### src/hdl/bcx_pkg.sv
// Overview of operation
// [RULE_01] call pushes program counter plus one onto the return stack first
// [RULE_02] call loads its 8-bit literal into program counter bits 7..0
// [RULE_03] call copies status bits 6..5 to counter bits 10..9, clears bit 8
// [RULE_04] call takes two cycles and changes no status flag
// [RULE_05] watchdog clear resets the watchdog counter to zero
// [RULE_06] watchdog clear resets prescaler only when assigned to the watchdog
// [RULE_07] watchdog clear sets timeout and powerdown flags, nothing else
// [RULE_08] file clear writes zero to the register and sets the zero flag
// [RULE_09] destination bit 0 selects accumulator, 1 selects the register
// [RULE_10] invert produces bitwise complement, updates only the zero flag
// [RULE_11] decrement produces value minus one modulo 256, updates only zero
// [RULE_12] increment produces value plus one, updates only the zero flag
// [RULE_13] decrement-skip delivers value minus one and leaves flags unchanged
// [RULE_14] decrement-skip with zero result discards next instruction, two cycles
package bcx_pkg;
  // ----------------------------------------
  // constants
  // ----------------------------------------
  localparam int PC_W = 11;
  localparam int DATA_W = 8;
  localparam int ADDR_W = 5;
  localparam logic [7:0] DATA_ZERO = 8'h00;
  localparam logic [7:0] DATA_ONE = 8'h01;
  localparam logic [10:0] PC_ONE = 11'h001;
  localparam logic [10:0] PC_TWO = 11'h002;
  localparam int ST_ZERO_BIT = 2;
  localparam int ST_PD_BIT = 3;
  localparam int ST_TO_BIT = 4;
  localparam int ST_PAGE_LO = 5;
  localparam int ST_PAGE_HI = 6;
  localparam logic [7:0] STATUS_RESET = 8'h18;
  localparam logic [10:0] PC_RESET = 11'h000;

  // ----------------------------------------
  // types
  // ----------------------------------------
  typedef enum logic [2:0] {
    OP_NONE, OP_CALL, OP_WATCHDOG_CLEAR, OP_FILE_CLEAR,
    OP_FILE_INVERT, OP_FILE_DECREMENT, OP_FILE_INCREMENT, OP_DECREMENT_SKIP_ZERO
  } bcx_op_e;

  typedef struct packed {
    bcx_op_e op;
    logic [7:0] literal;
    logic [4:0] addr;
    logic dest;
  } bcx_instr_s;
endpackage : bcx_pkg

### src/hdl/bcx_core.sv
`timescale 1ns/1ns
module bcx_core (
  input wire logic mclk_in,
  input wire logic reset_in,
  input wire logic clk_en_in,
  input wire logic instr_valid_in,
  input wire bcx_pkg::bcx_instr_s instr_in,
  input wire logic [7:0] file_rdata_in,
  input wire logic prescaler_to_watchdog_in,
  output logic [4:0] file_addr_out,
  output logic [7:0] file_wdata_out,
  output logic file_we_out,
  output logic [7:0] accum_out,
  output logic [7:0] status_out,
  output logic [10:0] program_counter_out,
  output logic [10:0] stack_push_data_out,
  output logic stack_push_out,
  output logic watchdog_clear_out,
  output logic prescaler_clear_out,
  output logic busy_out
);
  import bcx_pkg::*;

  typedef enum logic {S_EXEC, S_SECOND} bcx_state_e;

  // ----------------------------------------
  // decode
  // ----------------------------------------
  bcx_state_e state_q;
  logic [7:0] accum_q, status_q;
  logic [10:0] pc_q;
  wire exec = clk_en_in && instr_valid_in && state_q == S_EXEC;
  wire bcx_op_e op = instr_in.op;
  wire [7:0] inv_res = ~file_rdata_in; // RULE_10
  wire [7:0] dec_res = file_rdata_in - DATA_ONE; // RULE_11 RULE_13
  wire [7:0] inc_res = file_rdata_in + DATA_ONE; // RULE_12
  wire is_arith = op == OP_FILE_INVERT || op == OP_FILE_DECREMENT ||
                  op == OP_FILE_INCREMENT || op == OP_DECREMENT_SKIP_ZERO;
  wire [7:0] result = (op == OP_FILE_INVERT) ? inv_res :
                      (op == OP_FILE_INCREMENT) ? inc_res : dec_res;
  wire to_file = op == OP_FILE_CLEAR || (is_arith && instr_in.dest); // RULE_09 RULE_08
  wire to_accum = is_arith && !instr_in.dest; // RULE_09
  wire upd_zero = op == OP_FILE_INVERT || op == OP_FILE_DECREMENT || op == OP_FILE_INCREMENT;
  wire skip = op == OP_DECREMENT_SKIP_ZERO && dec_res == DATA_ZERO; // RULE_14
  wire [10:0] pc_next = pc_q + PC_ONE;
  wire [10:0] call_target = {status_q[ST_PAGE_HI:ST_PAGE_LO], 1'b0, instr_in.literal}; // RULE_02 RULE_03

  logic [7:0] status_d;
  always_comb begin
    status_d = status_q;
    if (op == OP_FILE_CLEAR) begin
      status_d[ST_ZERO_BIT] = 1'b1; // RULE_08
    end else if (upd_zero) begin
      status_d[ST_ZERO_BIT] = (result == DATA_ZERO); // RULE_10 RULE_11 RULE_12
    end else if (op == OP_WATCHDOG_CLEAR) begin
      status_d[ST_TO_BIT] = 1'b1; // RULE_07
      status_d[ST_PD_BIT] = 1'b1; // RULE_07
    end
  end

  // ----------------------------------------
  // state
  // ----------------------------------------
  // a call or a taken skip owns the next cycle; whatever is offered then is dropped
  wire enter_second = exec && (op == OP_CALL || skip); // RULE_04 RULE_14
  wire status_we = exec && op != OP_CALL && op != OP_DECREMENT_SKIP_ZERO; // RULE_04 RULE_13
  wire presc_clear = exec && op == OP_WATCHDOG_CLEAR && prescaler_to_watchdog_in; // RULE_06
  wire [10:0] pc_skip = pc_q + PC_TWO; // RULE_14
  wire [10:0] pc_d = (op == OP_CALL) ? call_target : // RULE_02 RULE_03
                     skip ? pc_skip : pc_next; // RULE_14

  always_ff @(posedge mclk_in) begin
    if (reset_in) begin
      state_q <= S_EXEC;
      busy_out <= 1'h0;
    end else if (clk_en_in) begin
      if (state_q == S_SECOND) begin
        state_q <= S_EXEC;
        busy_out <= 1'h0;
      end else if (enter_second) begin
        state_q <= S_SECOND; // RULE_04 RULE_14
        busy_out <= 1'h1;
      end
    end
  end

  always_ff @(posedge mclk_in) begin
    if (reset_in) begin
      pc_q <= PC_RESET;
    end else if (exec) begin
      pc_q <= pc_d; // RULE_02 RULE_03 RULE_14
    end
  end

  always_ff @(posedge mclk_in) begin
    if (reset_in) begin
      accum_q <= DATA_ZERO;
      status_q <= STATUS_RESET;
    end else begin
      if (exec && to_accum) accum_q <= result; // RULE_09
      if (status_we) status_q <= status_d; // RULE_04 RULE_13
    end
  end

  // the write port shows the last address and data until the next instruction
  always_ff @(posedge mclk_in) begin
    if (reset_in) begin
      file_addr_out <= '0;
      file_wdata_out <= DATA_ZERO;
      file_we_out <= 1'h0;
    end else if (clk_en_in) begin
      file_we_out <= exec && to_file; // RULE_08 RULE_09
      if (exec) begin
        file_addr_out <= instr_in.addr;
        file_wdata_out <= (op == OP_FILE_CLEAR) ? DATA_ZERO : result; // RULE_08
      end
    end
  end

  always_ff @(posedge mclk_in) begin
    if (reset_in) begin
      stack_push_data_out <= PC_RESET;
      stack_push_out <= 1'h0;
      watchdog_clear_out <= 1'h0;
      prescaler_clear_out <= 1'h0;
    end else if (clk_en_in) begin
      stack_push_out <= exec && op == OP_CALL; // RULE_01
      watchdog_clear_out <= exec && op == OP_WATCHDOG_CLEAR; // RULE_05
      prescaler_clear_out <= presc_clear; // RULE_06
      if (exec && op == OP_CALL) stack_push_data_out <= pc_next; // RULE_01
    end
  end

  assign accum_out = accum_q;
  assign status_out = status_q;
  assign program_counter_out = pc_q;
endmodule : bcx_core

### config.mk
export PLATFORM = sky130hd
export DESIGN_NAME = bcx_core
export DESIGN_NICKNAME = d
export VERILOG_FILES = /design/src/hdl/bcx_pkg.sv /design/src/hdl/bcx_core.sv
export SDC_FILE = /design/constraint.sdc
export NUM_CORES = 1
export LEC_CHECK = 0
export BUFFER_PORTS_ARGS = -buffer_cell sky130_fd_sc_hd__buf_4
export CAP_MARGIN = 20
export CORE_UTILIZATION = 41
export DETAILED_ROUTE_END_ITERATION = 7
export GPL_TIMING_DRIVEN = 1
export PLACE_DENSITY_LB_ADDON = 0.1
export SLEW_MARGIN = 15
export SYNTH_ARGS = -nofsm -noshare
export SYNTH_HDL_FRONTEND = slang
export SYNTH_SLANG_ARGS = --single-unit
### constraint.sdc
create_clock -name mclk_in -period 6.6 [get_ports mclk_in]
set_clock_uncertainty 0.1 [all_clocks]
set_input_delay 0.66 -clock mclk_in [delete_from_list [all_inputs] [get_ports mclk_in]]
set_output_delay 0.66 -clock mclk_in [all_outputs]
set_load 0.02 [all_outputs]
==> results of run 1 <==
layout make-up:
cell class | count | area [um2] | share of cell area [%]
Clock buffer | 6 | 82.6 | 2.30
Clock inverter | 2 | 12.5 | 0.349
Inverter | 9 | 33.8 | 0.942
Multi-Input combinational cell | 274 | 1720 | 48.0
Sequential cell | 50 | 1000 | 27.9
Tap cell | 96 | 120 | 3.35
Timing Repair Buffer | 82 | 616 | 17.2
registers in the layout, summed over array words and instances (netlist names), 5 cells and up:
name                 count
program_counter_out     11
stack_push_data_out     11
accum_out                8
file_wdata_out           8
file_addr_out            5
logic make-up after synthesis:
| kind of cell | after synthesis |
|---|---|
| simple gates | 144 |
| compound gates | 96 |
| flops | 50 |
| buf+inv | 38 |
| xor+xnor | 14 |
| mux | 8 |
| fa+ha+maj | 5 |
| other cells | 2 |
cells in the final DEF (no fill, tap or decap), types with 3 or more instances in the layout:
cell type  instances
clkbuf_8           6
o21ai_0            4
a22oi_1           10
nand4_1            5
inv_1              9
conb_1             7
nor3_1             6
xor2_1             5
a21oi_1           27
dfxtp_1           50
o21a_1             4
mux2i_1            7
nand3_1            5
a211oi_1          16
buf_4             82
nor2_1            49
o21ai_1            3
nand3b_1           3
a31oi_1            4
and2_1             5
or4_1              3
and3_1             3
xnor2_1            9
o211ai_1           5
nand2b_1           3
nand2_1           39
ha_1               5
power by group through the flow:
| stage | Combinational [mW] | Sequential, mW | Clock, mW |
|---|---|---|---|
| 2_1_floorplan | 0.0704 | 0.335 | 0 |
| 3_3_place_gp | 0.119 | 0.326 | 0 |
| 3_5_place_dp | 0.120 | 0.326 | 0 |
| 4_1_cts | 0.120 | 0.319 | 0.197 |
| 5_1_grt | 0.131 | 0.321 | 0.207 |
| 6_report | 0.120 | 0.319 | 0.192 |
cells in the mapped netlist, types with 3 or more instances:
cell      number  share of area (%)
dfxtp_1       50                 34
nor2_1        49                6.2
nand2_1       39                4.9
a21oi_1       27                4.5
a211oi_1      16                4.0
a22oi_1       10                2.5
clkbuf_1       9                1.1
inv_1          9                1.1
xnor2_1        9                2.7
buf_4          8                2.0
mux2i_1        7                2.4
nor3_1         6                1.0
and2_1         5                1.1
clkbuf_8       5                2.3
ha_1           5                2.1
nand3_1        5               0.84
nand4_1        5                1.1
o211ai_1       5                1.3
xor2_1         5                1.5
a31oi_1        4               0.84
o21a_1         4                1.0
o21ai_0        4               0.67
and3_1         3               0.63
buf_2          3               0.50
buf_6          3                1.1
nand2b_1       3               0.63
nand3b_1       3               0.76
nor3b_1        3               0.76
o21ai_1        3               0.50
or4_1          3               0.76
metal layers:
layer / share of wire [%] / global-route usage, % / routed length [um]
met1: 47 / 27.3 / 3630
met2: 47 / 34.4 / 3580
met3: 4.7 / 3.41 / 360
met4: 1.2 / 5.37 / 89
met5: 0 / 0 / 0
critical path, stage by stage:
cell and delay, ns:
buf_4 0.15, inv_1 0.09, ha_1 0.33, nor4_2 0.44
o2111ai_4 0.19, nor2_4 0.39, mux2_1 0.36, a211oi_1 0.19
path summary, 6_finish.rpt:
check / start / endpoint / slack, ns / depth (start not counted)
max: file_rdata_in[0] / program_counter_out[1]$_SDFFE_PP0P_ / 3.91 / 8
min: prescaler_clear_out$_SDFFE_PP0P_ / prescaler_clear_out$_SDFFE_PP0P_ / 0.36 / 2
max reg2reg: program_counter_out[0]$_SDFFE_PP0P_ / program_counter_out[10]$_SDFFE_PP0P_ / 4.54 / 7
min reg2reg: prescaler_clear_out$_SDFFE_PP0P_ / prescaler_clear_out$_SDFFE_PP0P_ / 0.36 / 2
stage by stage:
stage | power [mW] | setup slack, ns | cell area [um2] | utilization [%]
6_report | 0.631 | 3.91 | 3580 | 51.9
5_1_grt | 0.658 | 3.77 | 3580 | 51.9
4_1_cts | 0.636 | 3.92 | 3580 | 51.9
3_5_place_dp | 0.446 | 3.62 | 3490 | 50.5
3_3_place_gp | 0.446 | 3.70 | 3490 | 50.5
2_1_floorplan | 0.406 | 4.05 | 2990 | -
==> out/qor.yml, run 1 <==
std_cell_rows: 30
async_flop_share_pct: 0
htree_levels: 2
synth_flop_cell: "dfxtp_1"
outcome: "completed"
clock-sinks: 50
switchingPower_mw: 0.187
fin_setup_tns_ns: 0
syn_to_final_growth_pct: 20.5
cts.hold.buffers_added: 0
clockRootBuffer: "clkbuf_8"
slew_violations: 0
synthAdderAreaFrac_pct: 2.10
ioPinCount: 86
worstSetupPathType: "in2reg"
muxShareOfSynthArea_pct: 2.73
crit_required_ns: 6.72
synth.avg_cell_area_um2: 8.33
clk_latency_ns: 0.30
cts_tree: "yes"
synth-edff-count: 0
cts_buffer_depth: 2
min_period_over_period_pct: 40.7
cts.repair.resized: 0
tightestPinTransition_ns: 0.933
wirelength_mm: 7.66
dpl.cell_count: 511
slew_headroom_pct: 37.6
instances_no_fill: 519
grt_overflow_total: 0
chipHeight_um: 87.2
hp-class: "reg2reg"
floorplan.die_area_mm2: 0.00760
ys_seq_area_share_pct: 33.7
synth_top_family_by_area: "simple AND/OR/NAND/NOR gates"
nNetsFinal: 457
grt_start_max_net_pins: 51
drt_iter0_drc: 151
grt_pass1_wl_mm: 12.3
cp.arrival_ns: 2.81
path_max_fanout: 16
nFillCells: 737
detail-route-antenna-nets: 0
max_freq_mhz: 372
die_x_um: 87.2
core-area_mm2: 0.00691
grt_use_total_pct: 20.5
grt_pass1_vias: 2468
vias_per_cell: 5.33
peakVddDrop_uv: 107
finalHoldWorstSlack_ns: 0.360
syn_inst: 357
antenna_found_initial: 0
ys_warn_count: 0
power.leakage_nw: 1.39
power.density_mw_per_mm2: 176
setup_violations: 0
min_period_ns: 2.69
drc: 0
drive_gt1_share_pct: 25.3
cap_violations: 0
worstSetupEndpointType: "flip-flop"
dr.pass1.iters: 4
place.detailed.hpwl_mm: 5.46
ys_types: 68
clockPowerShare_pct: 30.4
post_cts.repair.setup_buffers: 0
synth_xor_area_share_pct: 4.12
start_util_pct: 43.1
finalHoldViolations: 0
yosys.area_share.simple_pct: 24.6
vias: 2764
clk_pin_slew_worst_paths_ns: 0.10
io_buffers: 78
swShare_pct: 29.7
power.internal_mw: 0.444
seqPwrFrac_pct: 50.6
rsz0062_at_grt: "no"
setup.worst_path.start_class: "input pin"
synth_compound_area_share_pct: 23.2
gp_congestion: 0.906
syn-cell-area_mm2: 0.00297
cts_buffers: 5
pwr-share-comb_pct: 19.0
wire_per_inst_um: 14.8
ys_ff_latch: 50
diodes: 0
Power figures use the tool's default switching activity.
==> inputs of run 2 (changes only) <==
ABC_AREA = 1   (was unset)
clock period = 2.7 ns   (was 6.6 ns; I/O delays follow)
==> out/qor.yml, run 2 <==
r2r_start: "program_counter_out[0]$_SDFFE_PP0P_"
timing.critical_path.mode_cell: "nand2_1"
die_x_um: 86.5  # -0.72%
cts_tree: "yes"
ys_top_cells_by_count: "100 x nand2_1, 50 x dfxtp_1, 50 x nor2_1"
antenna_found_initial: 0  # unchanged
synth_compound_area_share_pct: 17.3  # -5.9 points
clk_pin_slew_worst_paths_ns: 0.09  # about the same
crit_chain: "buf_4, inv_1, ha_1, inv_1, nor2_1, nand3_1, nand2_1, nand2_1, nor2_1, nand3_2, nand2_1, nand2_1, nand2_1, nand3_1, a21oi_1"
chipHeight_um: 86.5  # -0.72%
synth_top_cell_by_area: "dfxtp_1"
slew_violations: 0  # unchanged
cp.arrival_ns: 2.20  # -0.61 ns
crit_slowest_cell: "nand3_2"
diodes: 0  # unchanged
power.leakage_nw: 1.72  # +23%
synthAdderAreaFrac_pct: 2.13  # +0.031 points
peakVddDrop_uv: 283  # +170%
r2r_slack_ns: 0.80  # -3.74 ns
drive_gt1_share_pct: 22.0  # -3.3 points
synth_area_leaders: "dfxtp_1 34%, nand2_1 13%, o21ai_0 6.7%"
outcome: "completed"
ys_types: 32  # -53%
tightestPinTransition_ns: 0.769  # -0.164 ns
grt_pass1_vias: 2614  # +5.9%
io_buffers: 78  # unchanged
hp-class: "in2reg"
cap_violations: 0  # unchanged
cts_buffer_depth: 2  # unchanged
htree_levels: 2  # unchanged
grt_start_max_net_pins: 28  # -45%
std_cell_rows: 30  # unchanged
synth_top_family_by_area: "simple AND/OR/NAND/NOR gates"
place_area_mm2: 0.00356  # +2.0%
slowest_delay_ns: 0.35  # -0.09 ns
async_flop_share_pct: 0  # unchanged
finalHoldViolations: 0  # unchanged
place.detailed.hpwl_mm: 5.76  # +5.5%
syn-cell-area_mm2: 0.00293  # -1.5%
ys_warn_count: 0  # unchanged
fin_setup_tns_ns: 0  # unchanged
clock-sinks: 50  # unchanged
hold-path-endpoint: "accum_out[0]$_SDFFE_PP0P_"
yosys.area_share.simple_pct: 29.8  # +5.2 points
min_from: "file_rdata_in[0]"
drt_iter0_drc: 79  # -48%
r2r_cells: 8  # +1
synth-edff-count: 0  # unchanged
setup_violations: 0  # unchanged
max_freq_mhz: 486
clk_latency_ns: 0.31  # about the same
wirelength_mm: 7.76  # +1.2%
hold_depth: 2  # unchanged
start_util_pct: 42.9  # -0.17 points
power.density_mw_per_mm2: 439  # +150%
wire_per_inst_um: 12.7  # -14%
syn_inst: 439  # +23%
path_max_fanout: 15  # -1
core-area_mm2: 0.00683  # -1.1%
muxShareOfSynthArea_pct: 0  # -2.7 points
cts.hold.buffers_added: 0  # unchanged
pre_cts_ws_ns: 0.338  # -3.29 ns
detail-route-antenna-nets: 0  # unchanged
floorplan.die_area_mm2: 0.00749  # -1.4%
setup_ws_ns: 0.643  # -3.27 ns
worstSetupPathType: "in2reg"
ys_seq_area_share_pct: 34.2  # +0.50 points
worstSetupEndpointType: "flip-flop"
cts.repair.resized: 0  # unchanged
setup.worst_path.start_class: "input pin"
crit_required_ns: 2.85  # -3.87 ns
vias: 2941  # +6.4%
yosysMostFrequentCell: "nand2_1"
gp_congestion: 0.865  # -4.5%
finalHoldWorstSlack_ns: 0.0862  # -0.274 ns
grt_pass1_wl_mm: 12.7  # +3.4%
drc: 0  # unchanged
mostFrequentLayoutCell: "nand2_1"
post_cts.repair.setup_buffers: 0  # unchanged
min_period_ns: 2.06
vias_per_cell: 4.82  # -9.5%
slew_headroom_pct: 48.7  # +11 points
netlist.area_leader.share_pct: 34.2  # +0.50 points
synth_flop_cell: "dfxtp_1"
min_period_over_period_pct: 76.2
final_area_mm2: 0.00367  # +2.3%
synth.avg_cell_area_um2: 6.67  # -20%
nNetsFinal: 548  # +20%
synth_xor_area_share_pct: 5.08  # +0.96 points
cts_buffers: 5  # unchanged
rsz0062_at_grt: "no"
clockRootBuffer: "clkbuf_8"
layout_common_cells: "100 x nand2_1, 84 x buf_4, 50 x nor2_1, 50 x dfxtp_1, 48 x inv_1"
grt_use_total_pct: 21.7  # +1.2 points
ys_ff_latch: 50  # unchanged
dr.pass1.iters: 4  # unchanged
p_total_mw: 1.61  # +160%
syn_to_final_growth_pct: 25.1
ioPinCount: 86  # unchanged
grt_overflow_total: 0  # unchanged
worstReg2RegEnd: "program_counter_out[8]$_SDFFE_PP0P_"
==> run 2: cell types whose count changed after synthesis, sizes merged, moves of 7 or more <==
cell    delta
a211oi    -16
a21oi     +11
inv       +42
nand2     +64
xor2       +8
a22oi     -10
mux2i      -7
o21ai     +33
nand3     +25
==> run 2: metal layers <==
layer	global-route usage (%)	vias to the layer above	share of wire [%]
li1	-	1542	-
met1	29.1	1329	48
met2	35.6	63	46
met3	4.38	7	4.9
met4	5.91	0	0.86
met5	0	-	0
==> run 2: worst max-delay path by stage <==
stage                     start  slack, ns  depth (start not counted)                                  end
6_report       file_rdata_in[0]       0.64                         15  program_counter_out[3]$_SDFFE_PP0P_
5_1_grt        file_rdata_in[0]       0.38                         15  program_counter_out[3]$_SDFFE_PP0P_
4_1_cts        file_rdata_in[0]       0.65                         15  program_counter_out[3]$_SDFFE_PP0P_
3_5_place_dp   file_rdata_in[0]       0.34                         15  program_counter_out[3]$_SDFFE_PP0P_
3_3_place_gp   file_rdata_in[0]       0.42                         15  program_counter_out[3]$_SDFFE_PP0P_
2_1_floorplan  file_rdata_in[0]       0.90                         12  program_counter_out[8]$_SDFFE_PP0P_
==> run 2: kinds of logic (layout without fill, tap and decap cells) <==
logic type | after synthesis | in the layout
and+or+nand+nor | 201 | 201
DFF | 50 | 50
adders and majority gates | 5 | 5
xor gates and xnor gates | 17 | 17
AOI/OAI and AO/OA | 91 | 91
buffers and inverters | 73 | 143
other | 2 | 7
==> run 2: worst max-delay path: cells and delay by family <==
family | cells | cell delay [ns]
AOI/OAI and AO/OA | 1 | 0.12
adders and majority gates | 1 | 0.23
buffers and inverters | 3 | 0.34
and+or+nand+nor | 10 | 1.23
==> run 2: layout make-up <==
type                    count  area [um2]
multi-input cells         321        1620
fillers                   741        3160
flip-flops and latches     50        1000
clock inverters             1        30.0
repair buffers             84         631
inverters                  51         191
well taps                  96         120
clock buffers               7        76.3
==> run 2: power by group <==
part	switching (mW)	internal, mW	total [mW]
clock network	0.244	0.277	0.521
registers	0.0209	0.763	0.784
logic	0.189	0.116	0.305
total	0.454	1.16	1.61
==> run 2: per-stage QoR <==
stage	instances	utilization, %
after floorplan	444	-
after global placement	602	52.1
after detailed placement	602	52.1
after CTS	610	53.7
after global routing	610	53.7
final	610	53.7
